==> src/pkg/irqg_pkg.sv <==
// Notes on behaviour
// - 15-bit tick counter advances on each slow-clock cycle, overflows on wrap.
// - overflow caught in a latch that sets the tick flag, then clears itself.
// - tick flag raises the tick interrupt and stays until software clears it.
// - wake request when a low port line is 0 or upper line equals its match level.
// - ext0 level mode: request follows the source; software must remove it first.
// - ext0 edge mode: request latch cleared when the vector call executes.
// - timer flags set on overflow, cleared when their vector call executes.
// - software writes to interrupt flags act like hardware sets and clears, except ie0 and ie1 in level mode, which follow their source.
// - exactly four sources: port wake, tick, timer 0 and timer 1.
// - global enable low blocks all; high gates each source by its own enable; irqOut from status and mask is not gated by it.
// - enable bits: 3 timer1, 2 ext1, 1 timer0, 0 ext0; bits 6 to 4 reserved.
// - slow oscillator output is the counting input of timer 0.
// - in power-down the slow oscillator runs only when keep-running is set.
// - cpu oscillator stops in power-down.
// - cpu oscillator trim code 0 to 31 selects frequency in even steps.
// - vectors: ext0 0003h, timer0 000bh, ext1 0013h, timer1 001bh.
// - simultaneous requests polled: ext0, timer0, ext1, timer1.
package irqg_pkg;
   // register byte addresses
   localparam logic [7:0] REG_TIMER_CTRL  = 8'h88;
   localparam logic [7:0] REG_MISC_CTRL   = 8'h90;
   localparam logic [7:0] REG_OSC_TRIM    = 8'h94;
   localparam logic [7:0] REG_IRQ_STATUS  = 8'h98;
   localparam logic [7:0] REG_IRQ_MASK    = 8'h9c;
   localparam logic [7:0] REG_VECTOR_LO   = 8'ha0;
   localparam logic [7:0] REG_SOURCE_EN   = 8'ha8;
   // timer_control_reg fields
   localparam int TC_TF1 = 7;
   localparam int TC_TF0 = 5;
   localparam int TC_IE1 = 3;
   localparam int TC_IT1 = 2;
   localparam int TC_IE0 = 1;
   localparam int TC_IT0 = 0;
   // misc_control_reg fields
   localparam int MC_KEEP_SLOW = 5;
   localparam int MC_SEC_FLAG  = 4;
   // source_enable_mask fields
   localparam int EN_GLOBAL = 7;
   localparam logic [7:0] EN_WRITABLE = 8'h8f;
   // reset values and tick counter maximum
   localparam logic [7:0]  RST_SOURCE_EN = 8'h00;
   localparam logic [4:0]  RST_OSC_TRIM  = 5'h00;
   localparam logic [7:0]  RST_PORT_SYNC = 8'hff;
   localparam logic [14:0] RST_TICK_CNT  = 15'h0000;
   localparam logic [14:0] TICK_CNT_MAX  = 15'h7fff;
   // source indices in polling order
   localparam logic [1:0] SRC_EXT0   = 2'h0;
   localparam logic [1:0] SRC_TIMER0 = 2'h1;
   localparam logic [1:0] SRC_EXT1   = 2'h2;
   localparam logic [1:0] SRC_TIMER1 = 2'h3;
   // vector addresses
   localparam logic [15:0] VEC_EXT0   = 16'h0003;
   localparam logic [15:0] VEC_TIMER0 = 16'h000b;
   localparam logic [15:0] VEC_EXT1   = 16'h0013;
   localparam logic [15:0] VEC_TIMER1 = 16'h001b;

   // register bus request
   typedef struct packed {
      logic [7:0] addr;
      logic [7:0] wrData;
      logic       wrEn;
      logic       rdEn;
   } irqg_bus_t;

   // oscillator controls
   typedef struct packed {
      logic       cpuOscEnable;
      logic       slowOscEnable;
      logic [4:0] oscTrim;
   } irqg_osc_t;

   // all state of the block
   typedef struct packed {
      logic [7:0]  portSync1;
      logic [7:0]  portSync2;
      logic        slowSync1;
      logic        slowSync2;
      logic        slowPrev;
      logic        slowPulse;
      logic [14:0] tickCnt;
      logic        ovfLatch;
      logic        secFlag;
      logic        wakePrev;
      logic        secPrev;
      logic        ie0;
      logic        ie1;
      logic        tf0;
      logic        tf1;
      logic        it0;
      logic        it1;
      logic [7:0]  enable;
      logic [3:0]  matchLevels;
      logic        keepSlow;
      logic [4:0]  oscTrim;
      logic [3:0]  status;
      logic [3:0]  mask;
      logic [7:0]  rdData;
      logic        irqReq;
      logic [1:0]  winIdx;
      logic [15:0] vectorAddr;
   } irqg_state_t;
endpackage : irqg_pkg

==> src/hw/irqg_core.sv <==
// Implementation choice: the strobed register port.
module irqg_core
(
   // clock and reset
   input  wire logic               clk,
   input  wire logic               rstn,
   // register port
   input  wire irqg_pkg::irqg_bus_t bus,
   output logic [7:0]              rdData,
   // pins and slow oscillator output, asynchronous
   input  wire logic [7:0]         portIn,
   input  wire logic               slowOscIn,
   // timer side, same clock
   input  wire logic               timer0Overflow,
   input  wire logic               timer1Overflow,
   output logic                    timer0CountPulse,
   // processor core vectoring
   input  wire logic               vectorCallDone,
   output logic                    irqRequest,
   output logic [15:0]             vectorAddr,
   // power control
   input  wire logic               powerDown,
   output irqg_pkg::irqg_osc_t     osc,
   // summary interrupt
   output logic                    irqOut
);

   irqg_pkg::irqg_state_t st_ff;
   irqg_pkg::irqg_state_t nxt_st;

   logic       slowRise;
   logic       tickWrap;
   logic       wakeNow;
   logic       wakeRise;
   logic       secRise;
   logic       wrTc;
   logic       wrMisc;
   logic       rdStatus;
   logic [3:0] pending;
   logic [3:0] events;

   // first source in polling order wins
   function automatic logic [1:0] pickWinner(input logic [3:0] req);
      logic [1:0] idx;
      idx = irqg_pkg::SRC_TIMER1;
      if (req[2])
         idx = irqg_pkg::SRC_EXT1;
      if (req[1])
         idx = irqg_pkg::SRC_TIMER0;
      if (req[0])
         idx = irqg_pkg::SRC_EXT0;
      return idx;
   endfunction : pickWinner

   // fixed vector per source
   function automatic logic [15:0] vecOf(input logic [1:0] idx);
      logic [15:0] v;
      unique case (idx)
         irqg_pkg::SRC_EXT0:   v = irqg_pkg::VEC_EXT0;
         irqg_pkg::SRC_TIMER0: v = irqg_pkg::VEC_TIMER0;
         irqg_pkg::SRC_EXT1:   v = irqg_pkg::VEC_EXT1;
         irqg_pkg::SRC_TIMER1: v = irqg_pkg::VEC_TIMER1;
      endcase
      return v;
   endfunction : vecOf

   // decode of what the current cycle sees
   assign slowRise = st_ff.slowSync2 & ~st_ff.slowPrev;
   assign tickWrap = slowRise && (st_ff.tickCnt == irqg_pkg::TICK_CNT_MAX);
   assign wakeNow  = (|(~st_ff.portSync2[3:0]))
                   | (|(st_ff.portSync2[7:4] ~^ st_ff.matchLevels));
   assign wakeRise = wakeNow & ~st_ff.wakePrev;
   assign secRise  = st_ff.secFlag & ~st_ff.secPrev;
   assign wrTc     = bus.wrEn && (bus.addr == irqg_pkg::REG_TIMER_CTRL);
   assign wrMisc   = bus.wrEn && (bus.addr == irqg_pkg::REG_MISC_CTRL);
   assign rdStatus = bus.rdEn && (bus.addr == irqg_pkg::REG_IRQ_STATUS);
   // four sources only, each gated by its enable and the global enable
   assign pending  = {st_ff.tf1, st_ff.ie1, st_ff.tf0, st_ff.ie0}
                   & st_ff.enable[3:0]
                   & {4{st_ff.enable[irqg_pkg::EN_GLOBAL]}};
   assign events   = {timer1Overflow, timer0Overflow, tickWrap, wakeRise};

   // next-state logic
   always_comb
   begin
      logic ack0;
      logic ack1;
      logic ack2;
      logic ack3;
      nxt_st = st_ff;
      ack0 = vectorCallDone && st_ff.irqReq && (st_ff.winIdx == irqg_pkg::SRC_EXT0);
      ack1 = vectorCallDone && st_ff.irqReq && (st_ff.winIdx == irqg_pkg::SRC_TIMER0);
      ack2 = vectorCallDone && st_ff.irqReq && (st_ff.winIdx == irqg_pkg::SRC_EXT1);
      ack3 = vectorCallDone && st_ff.irqReq && (st_ff.winIdx == irqg_pkg::SRC_TIMER1);

      // two-flop synchronisers for pins and the slow clock
      nxt_st.portSync1 = portIn;
      nxt_st.portSync2 = st_ff.portSync1;
      nxt_st.slowSync1 = slowOscIn;
      nxt_st.slowSync2 = st_ff.slowSync1;
      nxt_st.slowPrev  = st_ff.slowSync2;
      nxt_st.slowPulse = slowRise;
      nxt_st.wakePrev  = wakeNow;
      nxt_st.secPrev   = st_ff.secFlag;

      // free-running tick counter wraps to zero
      if (slowRise)
         nxt_st.tickCnt = st_ff.tickCnt + 15'h0001;

      // overflow latch drops once the flag has taken it
      nxt_st.ovfLatch = (st_ff.ovfLatch & ~st_ff.secFlag) | tickWrap;

      // tick flag: software may set or clear, the latch always sets
      if (wrMisc)
         nxt_st.secFlag = bus.wrData[irqg_pkg::MC_SEC_FLAG];
      if (st_ff.ovfLatch)
         nxt_st.secFlag = 1'b1;

      // software writes of the request flags, hardware sets override below
      if (wrTc)
      begin
         nxt_st.tf1 = bus.wrData[irqg_pkg::TC_TF1];
         nxt_st.tf0 = bus.wrData[irqg_pkg::TC_TF0];
         nxt_st.ie1 = bus.wrData[irqg_pkg::TC_IE1];
         nxt_st.ie0 = bus.wrData[irqg_pkg::TC_IE0];
         nxt_st.it1 = bus.wrData[irqg_pkg::TC_IT1];
         nxt_st.it0 = bus.wrData[irqg_pkg::TC_IT0];
      end

      // ext0 request latch: level mode follows the source
      if (!st_ff.it0)
         nxt_st.ie0 = wakeNow;
      else if (wakeRise)
         nxt_st.ie0 = 1'b1;
      else if (ack0)
         nxt_st.ie0 = 1'b0;

      // tick request latch, edge mode is the safe choice
      if (!st_ff.it1)
         nxt_st.ie1 = st_ff.secFlag;
      else if (secRise)
         nxt_st.ie1 = 1'b1;
      else if (ack2)
         nxt_st.ie1 = 1'b0;

      // timer flags cleared by their own vector call
      if (timer0Overflow)
         nxt_st.tf0 = 1'b1;
      else if (ack1)
         nxt_st.tf0 = 1'b0;
      if (timer1Overflow)
         nxt_st.tf1 = 1'b1;
      else if (ack3)
         nxt_st.tf1 = 1'b0;

      // plain control registers
      if (bus.wrEn && (bus.addr == irqg_pkg::REG_SOURCE_EN))
         nxt_st.enable = bus.wrData & irqg_pkg::EN_WRITABLE;
      if (wrMisc)
      begin
         nxt_st.matchLevels = bus.wrData[3:0];
         nxt_st.keepSlow    = bus.wrData[irqg_pkg::MC_KEEP_SLOW];
      end
      if (bus.wrEn && (bus.addr == irqg_pkg::REG_OSC_TRIM))
         nxt_st.oscTrim = bus.wrData[4:0];
      if (bus.wrEn && (bus.addr == irqg_pkg::REG_IRQ_MASK))
         nxt_st.mask = bus.wrData[3:0];

      // sticky status: read clears, a new event in that cycle survives
      nxt_st.status = (rdStatus ? 4'h0 : st_ff.status) | events;

      // poll and present the winner to the core
      nxt_st.irqReq     = |pending;
      nxt_st.winIdx     = pickWinner(pending);
      nxt_st.vectorAddr = vecOf(pickWinner(pending));

      // read data only in the cycle after the strobe
      nxt_st.rdData = 8'h00;
      if (bus.rdEn)
      begin
         unique case (bus.addr)
            irqg_pkg::REG_TIMER_CTRL:
               nxt_st.rdData = {st_ff.tf1, 1'b0, st_ff.tf0, 1'b0,
                                st_ff.ie1, st_ff.it1, st_ff.ie0, st_ff.it0};
            irqg_pkg::REG_MISC_CTRL:
               nxt_st.rdData = {2'h0, st_ff.keepSlow, st_ff.secFlag, st_ff.matchLevels};
            irqg_pkg::REG_OSC_TRIM:   nxt_st.rdData = {3'h0, st_ff.oscTrim};
            irqg_pkg::REG_IRQ_STATUS: nxt_st.rdData = {4'h0, st_ff.status};
            irqg_pkg::REG_IRQ_MASK:   nxt_st.rdData = {4'h0, st_ff.mask};
            irqg_pkg::REG_VECTOR_LO:  nxt_st.rdData = st_ff.vectorAddr[7:0];
            irqg_pkg::REG_SOURCE_EN:  nxt_st.rdData = st_ff.enable;
            default:                  nxt_st.rdData = 8'h00;
         endcase
      end
   end

   // state register, everything clears on reset except the pin synchronisers, which load all ones
   always_ff @(posedge clk or negedge rstn)
   begin
      if (!rstn)
      begin
         st_ff          <= '0;
         st_ff.enable   <= irqg_pkg::RST_SOURCE_EN;
         st_ff.oscTrim  <= irqg_pkg::RST_OSC_TRIM;
         st_ff.tickCnt  <= irqg_pkg::RST_TICK_CNT;
         // pins idle high; a zero here would fake a wake edge right after reset
         st_ff.portSync1 <= irqg_pkg::RST_PORT_SYNC;
         st_ff.portSync2 <= irqg_pkg::RST_PORT_SYNC;
      end
      else
      begin
         st_ff <= nxt_st;
      end
   end

   // outputs
   assign rdData           = st_ff.rdData;
   assign irqRequest       = st_ff.irqReq;
   assign vectorAddr       = st_ff.vectorAddr;
   assign timer0CountPulse = st_ff.slowPulse;
   assign irqOut           = |(st_ff.status & st_ff.mask);
   // oscillator gating in power-down
   assign osc.cpuOscEnable  = ~powerDown;
   assign osc.slowOscEnable = ~powerDown | st_ff.keepSlow;
   assign osc.oscTrim       = st_ff.oscTrim;
endmodule : irqg_core

==> config.mk <==
export PLATFORM = sky130hd
export DESIGN_NAME = irqg_core
export DESIGN_NICKNAME = d
export VERILOG_FILES = /design/src/pkg/irqg_pkg.sv /design/src/hw/irqg_core.sv
export SDC_FILE = /design/constraint.sdc
export NUM_CORES = 1
export LEC_CHECK = 0
export ABC_AREA = 1
export ABC_CLOCK_PERIOD_IN_PS = 1500
export BUFFER_PORTS_ARGS = -buffer_cell sky130_fd_sc_hd__buf_2
export CAP_MARGIN = 20
export CORE_ASPECT_RATIO = 1.25
export CORE_MARGIN = 2
export CORE_UTILIZATION = 40
export CTS_CLUSTER_DIAMETER = 80
export CTS_CLUSTER_SIZE = 30
export DETAILED_ROUTE_END_ITERATION = 12
export PLACE_DENSITY = 0.71
export SLEW_MARGIN = 20
export SYNTH_ARGS = -nofsm -noshare
export SYNTH_HDL_FRONTEND = slang
export SYNTH_SLANG_ARGS = --single-unit
==> constraint.sdc <==
create_clock -name clk -period 1.5 [get_ports clk]
set_clock_uncertainty 0.05 [all_clocks]
set_input_delay 0.15 -clock clk [delete_from_list [all_inputs] [get_ports clk]]
set_output_delay 0.15 -clock clk [all_outputs]
set_load 0.05 [all_outputs]
==> impl_metrics.ini <==
[min_path]
min_to = st_ff[27]$_DFFE_PN0P_
hold_path_class = input pin to register
hp-start = bus[2]
min_path_cells = 3

[grt]
grtUsageMet2_pct = 29.1
grt_pass1_wl_um = 13600
grt.busiest_layer = met2
overflow = 0
antenna_found_initial = 0
grt_start_max_net_pins = 51
grtUsageMet3_pct = 4.06
grt_use_met1_pct = 18.5
grt_pass1_vias = 3033
grtUsageTotal_pct = 16.6

[cts]
cts.path.max_buffers = 2
clock_latency_ns = 0.34
cts_max_level = 3
cts_sinks = 79
clockRootBuffer = clkbuf_16
cts_tree = yes
cts_inserted_buffers = 9
clk_pin_slew_ns = 0.06

[critical_path]
crit_slowest_cell = dfrtp_1
required_ns = 1.30
path_delay_family = flip-flops
crit_type = register to primary output
crit_chain = inv_2 -> o22ai_2 -> a21oi_2 -> o21ai_2 -> buf_6
rr_endpoint = st_ff[75]$_DFFE_PN0P_
reg2reg_from = st_ff[64]$_DFFE_PN0P_
worstPathBufferInverterCount = 2
crit_fanout = 2
rrSetupSlack_ns = 0.09
slowest_delay_ns = 0.39
worstPathArrival_ns = 1.27
cp-end-kind = primary output
ff2ff_path_depth = 7
cp-start-kind = register

[final_layout]
area_growth_pct = 20.4
antenna_cells = 0
instances_no_fill = 644
num-fill-cells = 875
drive_gt1_share_pct = 24.6
fin_nets = 550

[placement]
pre_cts_ws_ns = 0.0249
dpl.hpwl_um = 5990
port_buffers = 52
dp_cells = 610
place.gp.congestion = 0.905

[sta]
finalCritPeriodShare_pct = 97.9
worst_slack_ns = 0.0312
hold_viol_final = 0
fin_setup_tns_ns = 0
fmax_mhz = 681
finalCriticalPeriod_ns = 1.47
rsz0062_at_grt = yes
drv_slew = 0
setup_viol = 0

[floorplan]
io_pins = 67
die_w_um = 91.5
start_util_pct = 41.5
die_h_um = 113
rows = 39
die-area_um2 = 10400
core-area_um2 = 9220

[routing]
routedWlPerCell_um = 12.7
drc = 0
wirelength_um = 8160
ant_nets = 0
num_vias = 3055
drtIter0Drc = 175
drtPass1Iterations = 4
vias_per_cell = 4.74

[logic_synthesis]
ys_ff_latch = 79
synth_enable_flop_cells = 0
ys_warn_count = 0
synthCells = 449
async_reset_ff_share_pct = 100
yosysTopAreaCell = dfrtp_1
synth_area_leaders = dfrtp_1 41%, dfstp_2 11%, nand2_1 9.9%
avgSynthCellArea_um2 = 8.52
synth_cell_type_count = 28
synth_top_area_share_pct = 41.2
yosysMostFrequentCell = nand2_1
synth_flop_cell = dfrtp_1
synth_common_cells = 101 x nand2_1, 63 x dfrtp_1, 57 x inv_1, 42 x nand3_1, 39 x nor2_1
synth_seq_area_share_pct = 52.2
synth_area_um2 = 3830

[outcome]
status = completed

[power_and_ir_drop]
leakagePower_nw = 2.29
powerDensity_nw_per_um2 = 1150
ir_drop_uv = 693

[job]
drv_cap = 0
-- cell families after synthesis --
group	Yosys count	share of synthesized area [%]
compound gates	47	6.57
xor+xnor	12	2.75
fa+ha+maj	1	0.327
buf+inv	90	12.1
flops	79	52.2
other cells	2	0.196
simple gates	218	25.9
-- report_power, final --
part           switching [mW]  leakage (nW)  internal [mW]
Clock                   0.828         0.139           1.34
Combinational           0.475          1.23          0.218
Sequential              0.127         0.922           2.31
Total                    1.43          2.29           3.86
-- worst min-delay path, stage by stage --
cell,delay [ns]
buf_2,0.10
nand2_1,0.05
o21ai_0,0.06
-- metal layers --
metal  vias to the layer above  share of wire [%]
li1                       1514                  -
met5                         -                  0
met4                         0                3.3
met1                      1425                 40
met2                        95                 52
met3                        21                4.5
-- flip-flops by register name, indices dropped and copies added (netlist names) --
name	count
irqRequest	1
rdData	7
vectorAddr	3
osc	5
nxt_st	11
st_ff	51
timer0CountPulse	1
-- through the flow --
| stage | cell area, µm² | hold WS [ns] | power [mW] | utilization [%] |
|---|---|---|---|---|
| final | 4610 | 0.0135 | 5.29 | 50.0 |
| after CTS | 4540 | 0.00463 | 5.32 | 49.3 |
| after global placement | 4100 | 0.0473 | 3.09 | 44.5 |
| after global routing | 4610 | 0.0152 | 5.56 | 50.0 |
| after floorplan | 3870 | -0.196 | 2.94 | - |
| after detailed placement | 4100 | 0.0518 | 3.11 | 44.5 |
-- what timing repair did --
item / 4_1_cts / 5_1_grt
pin swaps: 0 / 3
gates cloned: 0 / 0
setup buffers: 0 / 6
setup endpoints to repair: 1 / 7
gates resized for setup: 7 / 8
endpoints found under the hold margin: 40 / 0
hold buffers: 12 / 0
-- final cells by class --
type,instances,area (µm²),share of cell area [%]
inverter,58,218,4.72
clock buffer,12,246,5.35
sequential,79,2000,43.3
timing repair buffer,76,492,10.7
clock inverter,4,53.8,1.17
multi-input combinational,292,1450,31.4
tap,123,154,3.34
-- layout by cell type, fill, tap and decap left out, types with 2 or more instances in the layout --
cell           count
a21oi_1            7
buf_2             50
buf_4             12
clkbuf_1           2
clkbuf_16          9
clkinvlp_4         2
conb_1            14
dfrtp_1           63
dfstp_2           16
dlygate4sd3_1     12
inv_1             53
inv_2              5
nand2_1           99
nand2_2            8
nand3_1           42
nand4_1            6
nor2_1            39
nor2_2             5
nor2_4             8
nor3_1             8
nor3_2             2
o21a_1             3
o21ai_0           27
o21ai_1            4
xnor2_1            4
xor2_1             8
-- worst max path at each step --
stage	startpoint	to	slack, ns	cells after the start
global route	st_ff[30]$_DFFE_PN0P_	irqOut	-0.02	5
detailed placement	st_ff[64]$_DFFE_PN0P_	st_ff[75]$_DFFE_PN0P_	0.02	7
floorplan	irqRequest$_DFF_PN0_	st_ff[57]$_DFFE_PN0P_	0.15	7
CTS	st_ff[64]$_DFFE_PN0P_	st_ff[75]$_DFFE_PN0P_	0.007	7
finish	st_ff[30]$_DFFE_PN0P_	irqOut	0.03	5
global placement	st_ff[64]$_DFFE_PN0P_	st_ff[75]$_DFFE_PN0P_	0.08	7
Note: power is estimated with default switching activity, not from simulation.
